--- config.mk ---
export PLATFORM = sky130hd
export DESIGN_NAME = adcseq_regs
export DESIGN_NICKNAME = d
export VERILOG_FILES = /design/src/adcseq_pkg.sv /design/src/adcseq_regs.sv
export VERILOG_INCLUDE_DIRS = /design/src
export SDC_FILE = /design/constraint.sdc
export NUM_CORES = 1
export LEC_CHECK = 0
export BUFFER_PORTS_ARGS = -buffer_cell sky130_fd_sc_hd__buf_2
export CELL_PAD_IN_SITES_DETAIL_PLACEMENT = 1
export CELL_PAD_IN_SITES_GLOBAL_PLACEMENT = 1
export CORE_UTILIZATION = 45
export CTS_BUF_LIST = sky130_fd_sc_hd__clkbuf_4 sky130_fd_sc_hd__clkbuf_8 sky130_fd_sc_hd__clkbuf_16
export DETAILED_ROUTE_END_ITERATION = 16
export PLACE_DENSITY_LB_ADDON = 0.1
export SLEW_MARGIN = 20
export SYNTH_ARGS = -nofsm -noshare
export SYNTH_HDL_FRONTEND = slang
export SYNTH_SLANG_ARGS = --single-unit
--- constraint.sdc ---
create_clock -name sys_clk -period 4.9 [get_ports sys_clk]
set_input_delay 0.735 -clock sys_clk [delete_from_list [all_inputs] [get_ports sys_clk]]
set_output_delay 0.735 -clock sys_clk [all_outputs]
set_load 0.01 [all_outputs]
--- src/adcseq_defines.svh ---
`ifndef ADCSEQ_DEFINES_SVH
`define ADCSEQ_DEFINES_SVH

// register byte offsets
`define ADCSEQ_OFS_MODE_CONTROL   5'h00
`define ADCSEQ_OFS_ACCUM_CONTROL  5'h01
`define ADCSEQ_OFS_WINDOW_CONTROL 5'h04
`define ADCSEQ_OFS_SAMPLE_LENGTH  5'h05
`define ADCSEQ_OFS_INPUT_SELECT   5'h06
`define ADCSEQ_OFS_COMMAND        5'h08
`define ADCSEQ_OFS_EVENT_CONTROL  5'h09
`define ADCSEQ_OFS_INT_ENABLE     5'h0A
`define ADCSEQ_OFS_INT_FLAGS      5'h0B
`define ADCSEQ_OFS_DEBUG_CONTROL  5'h0C
`define ADCSEQ_OFS_STAGING        5'h0D
`define ADCSEQ_OFS_RESULT         5'h10
`define ADCSEQ_OFS_LOW_THRESHOLD  5'h12
`define ADCSEQ_OFS_HIGH_THRESHOLD 5'h14
`define ADCSEQ_OFS_HIGH_BYTE      5'h01

// field positions
`define ADCSEQ_BIT_CONTINUOUS     1
`define ADCSEQ_BIT_START          0
`define ADCSEQ_BIT_EVENT_START    0
`define ADCSEQ_BIT_WINDOW_MATCH   1
`define ADCSEQ_BIT_RESULT_READY   0
`define ADCSEQ_BIT_RUN_IN_DEBUG   0

// reset values
`define ADCSEQ_RST_BYTE           8'h00
`define ADCSEQ_RST_WORD           16'h0000
`define ADCSEQ_RST_SELECT         5'h00

// timing and limits
`define ADCSEQ_BASE_SAMPLE_CYCLES 6'h02
`define ADCSEQ_RAW_MAX            10'h3FF
`define ADCSEQ_RAW_MIN            10'h000

`endif

--- src/adcseq_pkg.sv ---
package adcseq_pkg;

	typedef enum logic [1:0] {
		ADCSEQ_IDLE,
		ADCSEQ_SAMPLE,
		ADCSEQ_CONVERT
	} adcseq_state_type;

	typedef enum logic [2:0] {
		ADCSEQ_WIN_NONE    = 3'h0,
		ADCSEQ_WIN_BELOW   = 3'h1,
		ADCSEQ_WIN_ABOVE   = 3'h2,
		ADCSEQ_WIN_INSIDE  = 3'h3,
		ADCSEQ_WIN_OUTSIDE = 3'h4
	} adcseq_window_type;

endpackage

--- src/adcseq_regs.sv ---
// Function
// sampling lasts two converter cycles plus the five-bit sample extension
// input select codes 0x00-0x0B pins, 0x1C-0x1F internal sources
// input select change during conversion applies after it finishes
// writing start bit one launches a conversion, first of continuous sequence
// start bit reads one while converting, clears itself on completion
// writing start bit zero during conversion aborts it
// with event start enable set, an event starts a conversion
// interrupt enable bit 1 window match, bit 0 result ready
// at measurement end, window compare sets window match flag bit 1
// result ready flag bit 0 sets when a measurement completes
// flags clear by writing one or reading result; zero writes ignored
// run in debug zero halts block and ignores events in debug break
// one shared staging byte serves all sixteen-bit registers, also accessible
// sixteen-bit registers: low byte at base, high byte at base plus one
// raw value saturates at 0x3FF above reference, 0x000 below zero
// accumulated result never exceeds 0xFFC0 with 64 samples
// result is a sixteen-bit unsigned value at offset 0x10
// window compare uses final accumulated sum; low threshold at 0x12
// window mode codes none, below, above, inside, outside
// accumulation count codes 0-6 select 1 to 64 samples
// continuous mode restarts conversion immediately after each completion
// each interrupt request asserts while its flag and enable are set
// accepted event behaves like a software write of one to start
//
// The address-and-strobe port was left to the implementer.
`include "adcseq_defines.svh"
`timescale 1ns/1ps
`default_nettype none

module adcseq_regs (
	// clock and reset
	input  wire logic        sys_clk,
	input  wire logic        reset_n,
	// register port
	input  wire logic [4:0]  reg_addr,
	input  wire logic [7:0]  reg_wr_data,
	input  wire logic        reg_wr,
	input  wire logic        reg_rd,
	output logic      [7:0]  reg_rd_data,
	// system
	input  wire logic        start_event,
	input  wire logic        debug_break,
	// converter core
	output logic      [4:0]  input_select,
	output logic             sample_active,
	output logic             convert_active,
	input  wire logic        core_done,
	input  wire logic [9:0]  core_data,
	input  wire logic        core_over,
	input  wire logic        core_under,
	// interrupt requests
	output logic             result_ready_irq,
	output logic             window_match_irq
);

	adcseq_pkg::adcseq_state_type state_q;

	logic [4:0]  sample_extension_q;
	logic [4:0]  input_select_q;
	logic [4:0]  input_select_active_q;
	logic        continuous_mode_q;
	logic [2:0]  accumulation_count_q;
	logic [2:0]  window_mode_q;
	logic        event_start_enable_q;
	logic [1:0]  int_enable_q;
	logic [1:0]  int_flags_q;
	logic        run_in_debug_q;
	logic [7:0]  staging_q;
	logic [15:0] conversion_result_q;
	logic [15:0] low_threshold_q;
	logic [15:0] high_threshold_q;
	logic [15:0] accum_q;
	logic [6:0]  samples_q;
	logic [5:0]  phase_q;
	logic [7:0]  rd_data_q;

	logic        halted;
	logic        wr_start_one;
	logic        wr_start_zero;
	logic        launch;
	logic        sample_last;
	logic        accum_last;
	logic        finish;
	logic [9:0]  raw_sat;
	logic [15:0] accum_sum;
	logic        read_result;
	logic        result_ready_set;
	logic        window_match_set;

	// number of samples summed into one result
	function automatic logic [6:0] sample_target(input logic [2:0] code);
		logic [6:0] n;
		n = 7'h01;
		if (code <= 3'h6) begin
			n = 7'(7'h01 << code);
		end
		return n;
	endfunction

	// window condition on the finished sum
	function automatic logic window_hit(
		input logic [2:0]  mode,
		input logic [15:0] value,
		input logic [15:0] low,
		input logic [15:0] high
	);
		logic hit;
		hit = 1'b0;
		case (mode)
			3'h1: hit = value < low;
			3'h2: hit = value > high;
			3'h3: hit = (value > low) && (value < high);
			3'h4: hit = (value < low) || (value > high);
			default: hit = 1'b0;
		endcase
		return hit;
	endfunction

	// write to the high byte of a sixteen-bit register
	function automatic logic wr_high(input logic [4:0] base, input logic [4:0] addr);
		return addr == 5'(base + `ADCSEQ_OFS_HIGH_BYTE);
	endfunction

	assign halted = debug_break && !run_in_debug_q;

	assign wr_start_one = reg_wr && reg_addr == `ADCSEQ_OFS_COMMAND
		&& reg_wr_data[`ADCSEQ_BIT_START];
	assign wr_start_zero = reg_wr && reg_addr == `ADCSEQ_OFS_COMMAND
		&& !reg_wr_data[`ADCSEQ_BIT_START];

	// software start or an accepted event
	assign launch = state_q == adcseq_pkg::ADCSEQ_IDLE && !halted
		&& (wr_start_one || (event_start_enable_q && start_event));

	assign sample_last = phase_q == 6'(6'(sample_extension_q) + `ADCSEQ_BASE_SAMPLE_CYCLES
		- 6'h01);

	always_comb begin
		raw_sat = core_data;
		if (core_over) begin
			raw_sat = `ADCSEQ_RAW_MAX;
		end else if (core_under) begin
			raw_sat = `ADCSEQ_RAW_MIN;
		end
	end

	// at most 64 x 0x3FF = 0xFFC0, so sixteen bits never wrap
	assign accum_sum = accum_q + 16'(raw_sat);
	assign accum_last = samples_q == sample_target(accumulation_count_q) - 7'h01;
	assign finish = state_q == adcseq_pkg::ADCSEQ_CONVERT && !halted && core_done
		&& accum_last;

	assign read_result = reg_rd && reg_addr == `ADCSEQ_OFS_RESULT;
	assign result_ready_set = finish;
	assign window_match_set = finish
		&& window_hit(window_mode_q, accum_sum, low_threshold_q, high_threshold_q);

	// conversion sequencer
	always_ff @(posedge sys_clk or negedge reset_n) begin
		if (!reset_n) begin
			state_q   <= adcseq_pkg::ADCSEQ_IDLE;
			phase_q   <= 6'h00;
			samples_q <= 7'h00;
			accum_q   <= `ADCSEQ_RST_WORD;
		end else if (wr_start_zero && state_q != adcseq_pkg::ADCSEQ_IDLE) begin
			state_q   <= adcseq_pkg::ADCSEQ_IDLE;
			phase_q   <= 6'h00;
			samples_q <= 7'h00;
			accum_q   <= `ADCSEQ_RST_WORD;
		end else if (!halted) begin
			unique case (state_q)
				adcseq_pkg::ADCSEQ_IDLE: begin
					if (launch) begin
						state_q   <= adcseq_pkg::ADCSEQ_SAMPLE;
						phase_q   <= 6'h00;
						samples_q <= 7'h00;
						accum_q   <= `ADCSEQ_RST_WORD;
					end
				end
				adcseq_pkg::ADCSEQ_SAMPLE: begin
					if (sample_last) begin
						state_q <= adcseq_pkg::ADCSEQ_CONVERT;
						phase_q <= 6'h00;
					end else begin
						phase_q <= phase_q + 6'h01;
					end
				end
				adcseq_pkg::ADCSEQ_CONVERT: begin
					if (core_done) begin
						state_q <= adcseq_pkg::ADCSEQ_SAMPLE;
						if (accum_last) begin
							samples_q <= 7'h00;
							accum_q   <= `ADCSEQ_RST_WORD;
							if (!continuous_mode_q) begin
								state_q <= adcseq_pkg::ADCSEQ_IDLE;
							end // else R21
						end else begin
							samples_q <= samples_q + 7'h01;
							accum_q   <= accum_sum;
						end
					end
				end
			endcase
		end
	end

	// finished result
	always_ff @(posedge sys_clk or negedge reset_n) begin
		if (!reset_n) begin
			conversion_result_q <= `ADCSEQ_RST_WORD;
		end else if (finish) begin
			conversion_result_q <= accum_sum;
		end
	end

	// multiplexer select follows the register only between conversions
	always_ff @(posedge sys_clk or negedge reset_n) begin
		if (!reset_n) begin
			input_select_active_q <= `ADCSEQ_RST_SELECT;
		end else if (state_q == adcseq_pkg::ADCSEQ_IDLE || finish) begin
			input_select_active_q <= input_select_q;
		end
	end

	// control registers
	always_ff @(posedge sys_clk or negedge reset_n) begin
		if (!reset_n) begin
			continuous_mode_q    <= 1'b0;
			accumulation_count_q <= 3'h0;
			window_mode_q        <= 3'h0;
			sample_extension_q   <= 5'h00;
			input_select_q       <= `ADCSEQ_RST_SELECT;
			event_start_enable_q <= 1'b0;
			int_enable_q         <= 2'h0;
			run_in_debug_q       <= 1'b0;
		end else if (reg_wr) begin
			unique case (reg_addr)
				`ADCSEQ_OFS_MODE_CONTROL: begin
					continuous_mode_q <= reg_wr_data[`ADCSEQ_BIT_CONTINUOUS];
				end
				`ADCSEQ_OFS_ACCUM_CONTROL: begin
					accumulation_count_q <= reg_wr_data[2:0];
				end
				`ADCSEQ_OFS_WINDOW_CONTROL: begin
					window_mode_q <= reg_wr_data[2:0];
				end
				`ADCSEQ_OFS_SAMPLE_LENGTH: begin
					sample_extension_q <= reg_wr_data[4:0];
				end
				`ADCSEQ_OFS_INPUT_SELECT: begin
					input_select_q <= reg_wr_data[4:0];
				end
				`ADCSEQ_OFS_EVENT_CONTROL: begin
					event_start_enable_q <= reg_wr_data[`ADCSEQ_BIT_EVENT_START];
				end
				`ADCSEQ_OFS_INT_ENABLE: begin
					int_enable_q <= reg_wr_data[1:0];
				end
				`ADCSEQ_OFS_DEBUG_CONTROL: begin
					run_in_debug_q <= reg_wr_data[`ADCSEQ_BIT_RUN_IN_DEBUG];
				end
				default: begin
				end
			endcase
		end
	end

	// sixteen-bit thresholds, committed on the high byte write
	always_ff @(posedge sys_clk or negedge reset_n) begin
		if (!reset_n) begin
			low_threshold_q  <= `ADCSEQ_RST_WORD;
			high_threshold_q <= `ADCSEQ_RST_WORD;
		end else if (reg_wr && wr_high(`ADCSEQ_OFS_LOW_THRESHOLD, reg_addr)) begin
			low_threshold_q <= {reg_wr_data, staging_q};
		end else if (reg_wr && wr_high(`ADCSEQ_OFS_HIGH_THRESHOLD, reg_addr)) begin
			high_threshold_q <= {reg_wr_data, staging_q};
		end
	end

	// shared staging byte
	always_ff @(posedge sys_clk or negedge reset_n) begin
		if (!reset_n) begin
			staging_q <= `ADCSEQ_RST_BYTE;
		end else if (reg_wr && (reg_addr == `ADCSEQ_OFS_STAGING
			|| reg_addr == `ADCSEQ_OFS_LOW_THRESHOLD
			|| reg_addr == `ADCSEQ_OFS_HIGH_THRESHOLD)) begin
			staging_q <= reg_wr_data;
		end else if (reg_rd) begin
			unique case (reg_addr)
				`ADCSEQ_OFS_RESULT:         staging_q <= conversion_result_q[15:8];
				`ADCSEQ_OFS_LOW_THRESHOLD:  staging_q <= low_threshold_q[15:8];
				`ADCSEQ_OFS_HIGH_THRESHOLD: staging_q <= high_threshold_q[15:8];
				default: begin
				end
			endcase
		end
	end

	// interrupt flags: hardware set wins over any clear
	always_ff @(posedge sys_clk or negedge reset_n) begin
		if (!reset_n) begin
			int_flags_q <= 2'h0;
		end else begin
			for (int i = 0; i < 2; i++) begin
				if ((i == `ADCSEQ_BIT_RESULT_READY && result_ready_set)
					|| (i == `ADCSEQ_BIT_WINDOW_MATCH && window_match_set)) begin
					int_flags_q[i] <= 1'b1;
				end else if (read_result
					|| (reg_wr && reg_addr == `ADCSEQ_OFS_INT_FLAGS && reg_wr_data[i])) begin
					int_flags_q[i] <= 1'b0;
				end
			end
		end
	end

	// read data, one cycle after the strobe
	always_ff @(posedge sys_clk or negedge reset_n) begin
		if (!reset_n) begin
			rd_data_q <= `ADCSEQ_RST_BYTE;
		end else if (reg_rd) begin
			unique case (reg_addr)
				`ADCSEQ_OFS_MODE_CONTROL:   rd_data_q <= {6'h00, continuous_mode_q, 1'b0};
				`ADCSEQ_OFS_ACCUM_CONTROL:  rd_data_q <= {5'h00, accumulation_count_q};
				`ADCSEQ_OFS_WINDOW_CONTROL: rd_data_q <= {5'h00, window_mode_q};
				`ADCSEQ_OFS_SAMPLE_LENGTH:  rd_data_q <= {3'h0, sample_extension_q};
				`ADCSEQ_OFS_INPUT_SELECT:   rd_data_q <= {3'h0, input_select_q};
				`ADCSEQ_OFS_COMMAND: begin
					rd_data_q <= {7'h00, state_q != adcseq_pkg::ADCSEQ_IDLE};
				end
				`ADCSEQ_OFS_EVENT_CONTROL:  rd_data_q <= {7'h00, event_start_enable_q};
				`ADCSEQ_OFS_INT_ENABLE:     rd_data_q <= {6'h00, int_enable_q};
				`ADCSEQ_OFS_INT_FLAGS:      rd_data_q <= {6'h00, int_flags_q};
				`ADCSEQ_OFS_DEBUG_CONTROL:  rd_data_q <= {7'h00, run_in_debug_q};
				`ADCSEQ_OFS_STAGING:        rd_data_q <= staging_q;
				`ADCSEQ_OFS_RESULT:         rd_data_q <= conversion_result_q[7:0];
				`ADCSEQ_OFS_LOW_THRESHOLD:  rd_data_q <= low_threshold_q[7:0];
				`ADCSEQ_OFS_HIGH_THRESHOLD: rd_data_q <= high_threshold_q[7:0];
				5'(`ADCSEQ_OFS_RESULT + `ADCSEQ_OFS_HIGH_BYTE),
				5'(`ADCSEQ_OFS_LOW_THRESHOLD + `ADCSEQ_OFS_HIGH_BYTE),
				5'(`ADCSEQ_OFS_HIGH_THRESHOLD + `ADCSEQ_OFS_HIGH_BYTE): begin
					rd_data_q <= staging_q;
				end
				default: rd_data_q <= `ADCSEQ_RST_BYTE;
			endcase
		end
	end

	assign reg_rd_data    = rd_data_q;
	assign input_select   = input_select_active_q;
	assign sample_active  = state_q == adcseq_pkg::ADCSEQ_SAMPLE;
	assign convert_active = state_q == adcseq_pkg::ADCSEQ_CONVERT;

	assign result_ready_irq = int_flags_q[`ADCSEQ_BIT_RESULT_READY]
		&& int_enable_q[`ADCSEQ_BIT_RESULT_READY];
	assign window_match_irq = int_flags_q[`ADCSEQ_BIT_WINDOW_MATCH]
		&& int_enable_q[`ADCSEQ_BIT_WINDOW_MATCH];

endmodule

`default_nettype wire

### Word-level counts from Yosys, hierarchy flattened

Index checks and enable logic that the tools add are counted.

| storage, ports and cells | value |
|---|---|
| bits of input ports | 32 |
| logic and storage cells | 153 |
| bits in registers | 123 |
| output and inout bits | 17 |

| operators by class | value |
|---|---|
| $add $sub $neg | 6 |
| reduce and logical (&&, ||, !) cells | 55 |
| bitwise logic cells | 1 |
| equal/unequal tests | 28 |
| shifts and indexed selects | 1 |
| $lt $le $gt $ge | 5 |
| muxes and demuxes | 37 |

Operators by type and width:

| kind | number |
|---|---|
| 8-bit one-hot mux with 14 select lines | 1 |
| 16-bit two-way mux | 5 |
| 7-bit two-way mux | 6 |
| 16-bit > comparator | 2 |
| 16-bit less-than comparator | 2 |
| 16-bit one-hot mux with 2 select lines | 1 |
| 5-bit by 4-bit equality test with 1-bit output, second input constant | 6 |
| 5-bit equality test, second input constant | 6 |
| 6-bit two-way mux | 4 |
| 8-bit one-hot mux with 3 select lines | 1 |
| 1-bit logical AND | 22 |
| 10-bit two-way mux | 2 |
| 2-bit AND reduction | 10 |
| 16-bit by 10-bit adder with 16-bit output | 1 |
| 8-bit two-way mux | 2 |
| 5-bit by 3-bit equality test with 1-bit output, second input constant | 3 |
| 7-bit one-hot mux with 2 select lines | 1 |
| 6-bit one-hot mux with 2 select lines | 1 |
| 2-bit two-way mux | 5 |
| 4-bit AND reduction | 2 |
| 2-bit nonzero test | 4 |
| 7-bit by 1-bit adder with 7-bit output, second input constant | 1 |
| 7-bit equality test | 1 |
| 1-bit logical OR | 7 |
| other kinds (27) | 37 |

### Longest topological paths before layout

Gate-level depths: netlist of run 1.

| logic depth | value |
|---|---|
| depth in word-level cells | 9 |
| mapped depth | 19 |
| mapped depth without buffers | 19 |

### Least setup slack after synthesis of run 1

OpenSTA, ideal clock, no wires.

| timing path | value |
|---|---|
| path kind | input-to-reg |
| from | input port core_over |
| to | register int_flags_q[1] |
| data arrival time | 4.441 ns |
| stages | 19 |
| setup slack | 0.394 ns |
| cell sequence | clkbuf_1 -> a21o_1 -> ha_1 -> inv_1 -> fa_1 -> nor2b_1 -> o31a_1 -> o21ai_1 -> o21ai_1 -> and3_1 -> xor2_1 -> ha_1 -> o21ai_0 -> nor2_1 -> or4b_2 -> or3_1 -> mux2i_1 -> a32oi_1 -> nand2_1 |

| between the ends | value |
|---|---|
| longest elaborated chain between the ends | 7 |
| elaborated cells between the ends (all ways) | 12 |

RTL lines:

| item | RTL line | RTL |
|---|---|---|
| from (decl) | adcseq_regs.sv:50 | `input wire logic core_over,` |
| 10-bit two-way mux (*) | adcseq_regs.sv:141 | `if (core_over) begin` |
| 16-bit by 10-bit adder with 16-bit output (*) | adcseq_regs.sv:149 | `assign accum_sum = accum_q + 16'(raw_sat);` |
| net accum_sum[14] | adcseq_regs.sv:86 | `logic [15:0] accum_sum;` |
| 16-bit less-than comparator (tied with other cells) | adcseq_regs.sv:111, adcseq_regs.sv:114 |  |
| 1-bit logical OR or 1-bit logical AND (tied branches) | adcseq_regs.sv:114, adcseq_regs.sv:113 |  |
| 1-bit one-hot mux with 4 select lines (*) | adcseq_regs.sv:110 | `case (mode)` |
| 1-bit logical AND (*) | adcseq_regs.sv:157 | `&& window_hit(window_mode_q, accum_sum, low_threshold_q, high_threshold_q);` |
| 1-bit two-way mux or 2-bit nonzero test (tied branches) | n/a |  |
| to (signal assigned) | adcseq_regs.sv:303 | `int_flags_q <= 2'h0;` |
| to (signal, indexed assignment) | adcseq_regs.sv:308 | `int_flags_q[i] <= 1'b1;` |
| to (signal, indexed assignment) | adcseq_regs.sv:311 | `int_flags_q[i] <= 1'b0;` |
| to (decl) | adcseq_regs.sv:67 | `logic [1:0] int_flags_q;` |

The timed path passes the listed nets; every way through them passes the cells marked *.
A chain may end at the register's enable or synchronous reset.

### Worst setup path after layout of run 1

| timing path | value |
|---|---|
| from | input port core_under |
| to | register int_flags_q[1] |

| between the ends | value |
|---|---|
| longest elaborated chain between the ends | 8 |
| elaborated cells between the ends (all ways) | 13 |

RTL lines:

| item | RTL line | RTL |
|---|---|---|
| from (decl) | adcseq_regs.sv:51 | `input wire logic core_under,` |
| 10-bit two-way mux (*) | adcseq_regs.sv:143 | `end else if (core_under) begin` |
| 10-bit two-way mux (*) | adcseq_regs.sv:141 |  |
| 16-bit by 10-bit adder with 16-bit output (*) | adcseq_regs.sv:149 |  |
| net accum_sum[14] | adcseq_regs.sv:86 |  |
| 16-bit less-than comparator (tied with other cells) | adcseq_regs.sv:111, adcseq_regs.sv:114 |  |
| 1-bit logical OR or 1-bit logical AND (tied branches) | adcseq_regs.sv:114, adcseq_regs.sv:113 |  |
| 1-bit one-hot mux with 4 select lines (*) | adcseq_regs.sv:110 |  |
| 1-bit logical AND (*) | adcseq_regs.sv:157 |  |
| 1-bit two-way mux or 2-bit nonzero test (tied branches) | n/a |  |

Marked as above.

==> flow_summary.yaml, run 1 <==
outcome:
  status: "finished clean"
setup_path:
  reg2reg_depth: 17
  cp_max_fo: 10
  rrSetupSlack_ns: 0.66
  worstReg2RegStart: "accum_q[0]$_DFFE_PN0P_"
  critPathLaunchType: "primary input"
  cp-end-kind: "register"
  worst_ep_arrival_time_ns: 4.96
  critPathKind: "primary input to register"
  worstPathRequired_ns: 5.26
  r2r-end: "int_flags_q[1]$_DFFE_PN0P_"
sta:
  tns_ns: 0
  fin_hold_ws_ns: 0.304
  setup_violations: 0
  finalCritPeriodShare_pct: 94.0
  worst_slack_ns: 0.296
  drv_slew: 0
  period_minus_slack_ns: 4.60
  fmax_mhz: 217
  maxSlewHeadroom_pct: 32.8
  hold_viol: 0
  skew_ns: 0.0118
  rsz0062_at_grt: "no"
  tightest_slew_ns: 1.00
layout:
  seq_area_mm2: 0.00308
  final_net_count: 953
  stdcell_area_mm2: 0.00864
  num-fill-cells: 1856
  area_growth_syn_to_layout_pct: 14.5
  antenna-diode-count: 0
  multi_input_comb_area_mm2: 0.00407
  final_layout_size_suffix_gt1_share_pct: 16.3
global_route:
  overflow: 0
  grt_pass1_vias: 7009
  grt_pass1_wl_um: 38400
  grt_max_degree: 50
  antenna_found_initial: 0
  track_usage_pct: 28.6
synthesis:
  yosys-top-cells-area: "dfrtp_1 41%, ha_1 7.6%, nand2_1 6.0%"
  yosysWarnings: 0
  synth_fp_nets: 910
  yosysMostFrequentCell: "dfrtp_1"
  synth-main-ff-cell: "dfrtp_1"
  ys_ff_latch: 123
  netlist_area_mm2: 0.00755
  synth_largest_area_cell: "dfrtp_1"
  synth_common_cells: "123 x dfrtp_1, 121 x nand2_1, 68 x o21ai_0, 60 x inv_1, 54 x a21oi_1"
  yosysSeqAreaShare_pct: 40.8
  synth_cell_types: 82
  yosys.area.top_type_share_pct: 40.8
  synth_edf_count: 0
  ys_async_sr_fraction_pct: 100
  synthCells: 831
  avgSynthCellArea_um2: 9.09
placed_design:
  dp_slack_ns: -0.0832
  dp_hpwl_um: 17200
  gp_congestion: 0.901
  place_area_mm2: 0.00800
  port_buffers: 48
route:
  ant_nets: 0
  wl_um: 23500
  vias: 6519
  wl_per_cell_um: 21.3
  first_iter_violations: 295
  first_pass_iters: 5
  vias_per_cell: 5.91
  drc: 0
clocking:
  h-tree-depth: 4
  clock_sinks: 123
  cts_tree: "built"
  cts_inserted_buffers: 17
  clk_path_buf_depth: 2
  clk_pin_slew_worst_paths_ns: 0.06
  cts_setup_buffers: 0
  hold_buffers: 0
  clock_latency_ns: 0.42
  cts_resized: 0
  clock_tree.root_cell: "clkbuf_16"
floorplanning:
  fp.dieW_um: 132
  num_rows: 46
  die_area_mm2: 0.0173
  chipHeight_um: 132
  start_util_pct: 46.9
  coreArea_mm2: 0.0161
  io_pins: 49
hold_path:
  min_path_type: "primary input to async pin"
power:
  cellPowerDensity_mw_per_mm2: 522
  ir_drop_mv: 0.310
  p_leak_nw: 4.03
run:
  maxCapViolations: 0
-- final cells by class --
class,instances,area share (%)
multi-input cells,607,47.1
flip-flops and latches,123,35.6
clock buffers,21,5.49
repair buffers,63,4.11
well taps,216,3.13
inverters,62,2.69
clock inverters,11,1.93
-- cell families after synthesis --
logic type,Yosys count,synth area share [%]
buffers and inverters,101,5.55
DFF,123,40.8
muxes,41,5.96
xor gates and xnor gates,27,3.13
adders and majority gates,47,7.89
AOI/OAI and AO/OA,240,20.2
and+or+nand+nor,252,16.5
-- critical path, stage by stage --
cell and delay [ns]:
buf_2 0.10, clkinv_1 0.16, a21o_1 0.14, ha_1 0.16, inv_1 0.06, fa_1 0.40, nor2b_1 0.19, o31a_1 0.20
o21ai_1 0.13, o21ai_1 0.27, and3_1 0.26, xor2_1 0.27, ha_1 0.30, o21ai_0 0.17, nor2_1 0.09, or4b_2 0.62
or3_1 0.32, mux2i_1 0.15, a32oi_1 0.12, nand2_1 0.11
-- state kept, by name (all words and copies together), names as in the netlist, 6 cells and up --
register / count
high_threshold_q: 16
staging_q: 8
samples_q: 7
low_threshold_q: 16
accum_q: 16
reg_rd_data: 8
conversion_result_q: 16
phase_q: 6
-- cell usage in the layout, fill, tap and decap left out, drive strengths merged, types with 6 or more instances in the layout --
cell type | Yosys | final
nand3 | 18 | 18
a22oi | 14 | 14
nor2 | 30 | 30
nand2b | 14 | 14
nor2b | 9 | 9
xnor2 | 8 | 8
ha | 46 | 46
mux2 | 32 | 32
o21ai | 79 | 79
a22o | 8 | 8
dfrtp | 123 | 123
inv | 61 | 61
nor3 | 6 | 6
a31oi | 8 | 8
o211ai | 6 | 6
clkbuf | 25 | 21
nand2 | 122 | 122
a21oi | 56 | 56
buf | 14 | 63
mux2i | 9 | 9
nor4 | 10 | 10
nand4 | 6 | 6
xor2 | 19 | 19
and3 | 11 | 11
a21o | 14 | 14
o22ai | 14 | 14
-- per-stage QoR --
step	power (W)	util, %	cells
3_3_place_gp	0.00303	49.7	1071
2_1_floorplan	0.00251	-	831
6_report	0.00452	53.6	1103
3_5_place_dp	0.00313	49.7	1071
5_1_grt	0.00481	53.6	1103
4_1_cts	0.00453	53.6	1103
-- worst max-delay path by stage --
stage / startpoint / endpoint / slack, ns / depth (start not counted)
after floorplan: core_over / int_flags_q[1]$_DFFE_PN0P_ / 0.39 / 19
after global placement: core_under / int_flags_q[1]$_DFFE_PN0P_ / 0.07 / 20
after detailed placement: core_under / int_flags_q[1]$_DFFE_PN0P_ / -0.08 / 20
after CTS: core_under / int_flags_q[1]$_DFFE_PN0P_ / 0.36 / 20
after global routing: core_under / int_flags_q[1]$_DFFE_PN0P_ / 0.04 / 20
final: core_under / int_flags_q[1]$_DFFE_PN0P_ / 0.30 / 20
-- routing by layer --
metal / wire (um) / up-vias / share of wire [%] / GRT usage, %
met3: 935 / 40 / 4.0 / 5.32
met4: 635 / 0 / 2.7 / 10.0
met2: 11500 / 144 / 49 / 48.4
met5: 0 / - / 0 / 0
met1: 10400 / 3290 / 44 / 36.4
li1: - / 3045 / - / -
-- where the power goes --
part	internal (W)	total [W]	leakage (nW)	switching, W
clock network	0.000895	0.00137	0.308	0.000473
registers	0.00124	0.00147	1.58	0.000232
logic	0.000691	0.00168	2.14	0.000990
No activity file was read; power rests on OpenSTA's default activity.
==> run 2, diff against run 1 <==
Settings changed: CORE_UTILIZATION 45 to 48, GPL_ROUTABILITY_DRIVEN from default to 0, GPL_TIMING_DRIVEN from default to 0.
==> run 2 against run 1 <==
Via count up 3.5%; clock skew down 0.0060 ns; first-iteration DRC count up 56%; critical endpoint unchanged; flip-flop and latch count unchanged; power down 0.46%; highest routed layer unchanged; global-route usage up 2.9 points; fmax about the same; largest cell class unchanged.
==> flow_summary.yaml, run 2 (synthesis results as in run 1) <==
sta:
  hold_viol: 0
  fin_hold_ws_ns: 0.271
  worst_slack_ns: 0.296
  tns_ns: 0
  rsz0062_at_grt: "no"
  setup_violations: 0
  period_minus_slack_ns: 4.60
  maxSlewHeadroom_pct: 38.0
  finalCritPeriodShare_pct: 94.0
  skew_ns: 0.00582
  tightest_slew_ns: 0.921
  fmax_mhz: 217
  drv_slew: 0
setup_path:
  worst_ep_arrival_time_ns: 4.98
  rrSetupSlack_ns: 0.65
  crit_slowest_cell: "or4b_2"
  cp-end-kind: "register"
  cp_max_fo: 10
  critPathKind: "primary input to register"
  path_common_cell: "ha_1"
  crit_family: "simple AND/OR/NAND/NOR gates"
  path_buf_inv: 3
  slowest_delay_ns: 0.63
  startpoint: "core_under"
  crit_chain: "buf_2 -> clkinv_1 -> a21o_1 -> ha_1 -> inv_1 -> fa_1 -> nor2b_2 -> o31a_1 -> o21ai_1 -> o21ai_2 -> and3_2 -> xor2_2 -> ha_1 -> nand4_1 -> nor4_1 -> or4b_2 -> or3_1 -> mux2i_1 -> a32oi_1 -> nand2_1"
  worstReg2RegStart: "accum_q[0]$_DFFE_PN0P_"
  critPathLaunchType: "primary input"
  worstPathRequired_ns: 5.28
clocking:
  h-tree-depth: 4
  clock_latency_ns: 0.44
  clk_pin_slew_worst_paths_ns: 0.06
  clk_path_buf_depth: 2
  cts_inserted_buffers: 17
  clock_sinks: 123
  clock_tree.root_cell: "clkbuf_16"
  hold_buffers: 0
  cts_tree: "built"
global_route:
  track_usage_pct: 31.5
  overflow: 0
  grt_max_degree: 65
  antenna_found_initial: 0
  grt_pass1_wl_um: 38700
  grt_pass1_vias: 7260
placed_design:
  dp_slack_ns: -0.469
  dp_hpwl_um: 17600
  port_buffers: 44
outcome:
  status: "finished clean"
route:
  first_iter_violations: 459
  ant_nets: 0
  wl_per_cell_um: 21.3
  vias: 6747
  vias_per_cell: 6.02
  first_pass_iters: 5
  drc: 0
  wl_um: 23900
power:
  ir_drop_mv: 0.271
  cellPowerDensity_mw_per_mm2: 512
  p_leak_nw: 4.07
  finalPower_w: 0.00450
floorplanning:
  start_util_pct: 49.5
  coreArea_mm2: 0.0153
  num_rows: 45
  chipHeight_um: 127
  die_area_mm2: 0.0162
  io_pins: 49
  fp.dieW_um: 127
hold_path:
  min_path_type: "primary input to async pin"
layout:
  final_net_count: 976
  layout_common_cells: "123 x dfrtp_1, 121 x nand2_1, 68 x o21ai_0"
  antenna-diode-count: 0
  area_growth_syn_to_layout_pct: 16.2
  num-fill-cells: 1770
  final_layout_size_suffix_gt1_share_pct: 16.1
  final_common_cell: "dfrtp_1"
run:
  maxCapViolations: 0
[run 2: cell count changes in the layout (fill, tap and decap cells not counted), moves of 2 or more]
| cell | previous run | this run |
|---|---|---|
| xor2_1 | 19 | 16 |
| clkinv_2 | 3 | 1 |
| buf_4 | 16 | 3 |
| buf_6 | 0 | 3 |
| clkinvlp_4 | 3 | 1 |
| buf_2 | 47 | 51 |
| buf_1 | 0 | 2 |
| clkbuf_1 | 0 | 24 |
| xor2_2 | 0 | 3 |
| clkbuf_4 | 1 | 5 |
[run 2: path summary, 6_finish.rpt]
kind / end / cells after the start
setup reg to reg: int_flags_q[1]$_DFFE_PN0P_ / 17
hold / removal: input_select_q[3]$_DFFE_PN0P_ / 1
max in group asynchronous: low_threshold_q[10]$_DFFE_PN0P_ / 2
hold reg to reg: conversion_result_q[15]$_DFFE_PN0P_ / 2
setup / recovery: int_flags_q[1]$_DFFE_PN0P_ / 20
min in group sys_clk: conversion_result_q[15]$_DFFE_PN0P_ / 2
[run 2: power by group]
part	switching (W)	internal (W)	total, W
clock	0.000466	0.000953	0.00142
sequential	0.000199	0.00124	0.00144
combinational	0.000985	0.000655	0.00164
total	0.00165	0.00285	0.00450
[run 2: through the flow]
| step | std cells | util [%] | instance area [um2] |
|---|---|---|---|
| final | 1120 | 57.5 | 8780 |
| after global routing | 1120 | 57.5 | 8780 |
| after CTS | 1118 | 57.2 | 8730 |
| after detailed placement | 1087 | 52.9 | 8070 |
| after global placement | 1086 | 52.7 | 8040 |
| after floorplan | 831 | - | 7550 |
[run 2: layout make-up]
cell class	instances	area [um2]	area share, %
flip-flops and latches	123	3080	35.1
repair buffers	47	269	3.07
inverters	62	233	2.65
multi-input cells	607	4090	46.6
clock buffers	24	490	5.59
clock inverters	7	163	1.85
well taps	211	264	3.01
plain buffers	39	188	2.14
[run 2: per-layer routing]
layer	track usage, %	up-vias	routed length, um
li1	-	3118	-
met4	15.9	0	986
met1	37.6	3389	10100
met2	55.1	173	12000
met3	5.07	67	803
met5	0	-	0
[run 2: what timing repair did]
action	4_1_cts	5_1_grt
setup endpoints to repair	1	1
pin swaps	0	2
resized for setup	2	6
setup buffers	0	2
cloned	0	0
[run 2: worst register-to-register path: stages (launching register included)]
cell,delay [ns]
dfrtp_1,0.36
ha_1,0.19
inv_1,0.07
fa_1,0.42
nor2b_2,0.15
o31a_1,0.19
o21ai_1,0.14
o21ai_2,0.21
and3_2,0.26
xor2_2,0.23
ha_1,0.30
nand4_1,0.24
nor4_1,0.12
or4b_2,0.63
or3_1,0.33
mux2i_1,0.16
a32oi_1,0.12
nand2_1,0.08
==> run 3, diff against run 2 <==
Settings changed: PLACE_DENSITY from default to 0.77, PLACE_DENSITY_LB_ADDON 0.1 to default.
==> run 3 against run 2 <==
First-iteration DRC count rose by 24%; die area did not move; via count fell by 1.0%; utilization fell by 0.75 points; register-to-register slack barely moved; fmax fell by 0.14%; clock power fell by 13%; global-route usage rose by 0.19 points; setup slack got worse by 0.0064 ns; sequential power barely moved; clock skew rose by 0.0069 ns; design area fell by 1.3%; critical endpoint unchanged; largest cell class unchanged; highest routed layer unchanged.
==> flow_summary.yaml, run 3 (synthesis results as in run 1) <==
clocking:
  clock_tree.root_cell: "clkbuf_16"
  clock_latency_ns: 0.44
  clk_path_buf_depth: 2
  cts_tree: "built"
  clock_sinks: 123
  clk_pin_slew_worst_paths_ns: 0.06
  h-tree-depth: 4
  hold_buffers: 0
  cts_inserted_buffers: 17
floorplanning:
  fp.dieW_um: 127
  start_util_pct: 49.5
  coreArea_mm2: 0.0153
  die_area_mm2: 0.0162
  io_pins: 49
  chipHeight_um: 127
  num_rows: 45
sta:
  setup_violations: 0
  tightest_slew_ns: 0.926
  worst_slack_ns: 0.290
  maxSlewHeadroom_pct: 37.6
  fmax_mhz: 217
  skew_ns: 0.0127
  rsz0062_at_grt: "no"
  finalCritPeriodShare_pct: 94.1
  tns_ns: 0
  drv_slew: 0
  hold_viol: 0
  period_minus_slack_ns: 4.61
layout:
  area_growth_syn_to_layout_pct: 14.7
  utilization_pct: 56.8
  layout_common_cells: "123 x dfrtp_1, 121 x nand2_1, 68 x o21ai_0"
  final_net_count: 974
  antenna-diode-count: 0
  final_common_cell: "dfrtp_1"
  final_layout_size_suffix_gt1_share_pct: 15.7
global_route:
  track_usage_pct: 31.7
  antenna_found_initial: 0
  grt_pass1_vias: 7190
  grt_max_degree: 69
  grt_pass1_wl_um: 38700
  overflow: 0
run:
  maxCapViolations: 0
power:
  p_leak_nw: 4.02
  finalPower_w: 0.00428
  ir_drop_mv: 0.309
  cellPowerDensity_mw_per_mm2: 495
route:
  vias_per_cell: 5.97
  drc: 0
  first_iter_violations: 571
  wl_um: 23900
  first_pass_iters: 5
  wl_per_cell_um: 21.4
  ant_nets: 0
  vias: 6677
placed_design:
  dp_slack_ns: -0.393
  dp_hpwl_um: 17500
  port_buffers: 44
setup_path:
  critPathKind: "primary input to register"
  worstPathRequired_ns: 5.28
  worst_ep_arrival_time_ns: 4.99
  cp_max_fo: 10
  critPathLaunchType: "primary input"
  cp-end-kind: "register"
hold_path:
  min_path_type: "primary input to async pin"
outcome:
  status: "finished clean"
## run 3: worst paths after layout
kind                                                        to                           startpoint  slack (ns)  depth (start not counted)
setup / recovery                    int_flags_q[1]$_DFFE_PN0P_                           core_under        0.29                         20
hold reg to reg            conversion_result_q[15]$_DFFE_PN0P_  conversion_result_q[15]$_DFFE_PN0P_        0.48                          2
min in group sys_clk       conversion_result_q[15]$_DFFE_PN0P_  conversion_result_q[15]$_DFFE_PN0P_        0.48                          2
hold / removal                   input_select_q[4]$_DFFE_PN0P_                              reset_n        0.26                          1
max in group asynchronous       low_threshold_q[9]$_DFFE_PN0P_                              reset_n        3.90                          2
setup reg to reg                    int_flags_q[1]$_DFFE_PN0P_               accum_q[0]$_DFFE_PN0P_        0.64                         17
## run 3: area by class of cell
cell class                 count  area, um2
inverter                      62        233
sequential                   123       3080
tap                          211        264
clock buffer                  24        503
buffer                        39        188
multi-input combinational    607       4080
clock inverter                 7       65.1
fill                        1757       6600
timing repair buffer          45        254
## run 3: stage by stage
| stage | hold slack (ns) | cell area [um2] | std cells |
|---|---|---|---|
| floorplan | 0.435 | 7550 | 831 |
| global placement | 0.459 | 8040 | 1086 |
| global route | 0.310 | 8660 | 1118 |
| CTS | 0.280 | 8640 | 1118 |
| detailed placement | 0.472 | 8070 | 1087 |
| finish | 0.259 | 8660 | 1118 |
## run 3: per-layer routing
layer | vias up | GRT usage [%] | part of all wire (%)
met5 | - | 0 | 0
met4 | 0 | 15.8 | 4.0
met3 | 73 | 6.03 | 4.0
met2 | 184 | 55.4 | 50
met1 | 3333 | 37.3 | 42
li1 | 3087 | - | -
## run 3: power breakdown
part | internal [W] | switching, W | leakage, nW
Clock | 0.000760 | 0.000473 | 0.282
Combinational | 0.000644 | 0.000966 | 2.15
Sequential | 0.00124 | 0.000204 | 1.58
Total | 0.00264 | 0.00164 | 4.02
## run 3: critical path, stage by stage
cell	delay (ns)
buf_2	0.10
clkinv_1	0.14
a21o_1	0.17
ha_1	0.17
inv_1	0.05
fa_1	0.42
nor2b_2	0.16
o31a_1	0.19
o21ai_1	0.13
o21ai_2	0.23
and3_2	0.27
xor2_2	0.25
ha_1	0.31
nand4_1	0.23
nor4_1	0.11
or4b_2	0.62
or3_1	0.35
mux2i_1	0.15
a32oi_1	0.12
nand2_1	0.08
## run 3: timing repair
action	in CTS	in global routing
buffers inserted	0	0
gates resized for setup	0	7
endpoints found under the setup margin	0	1
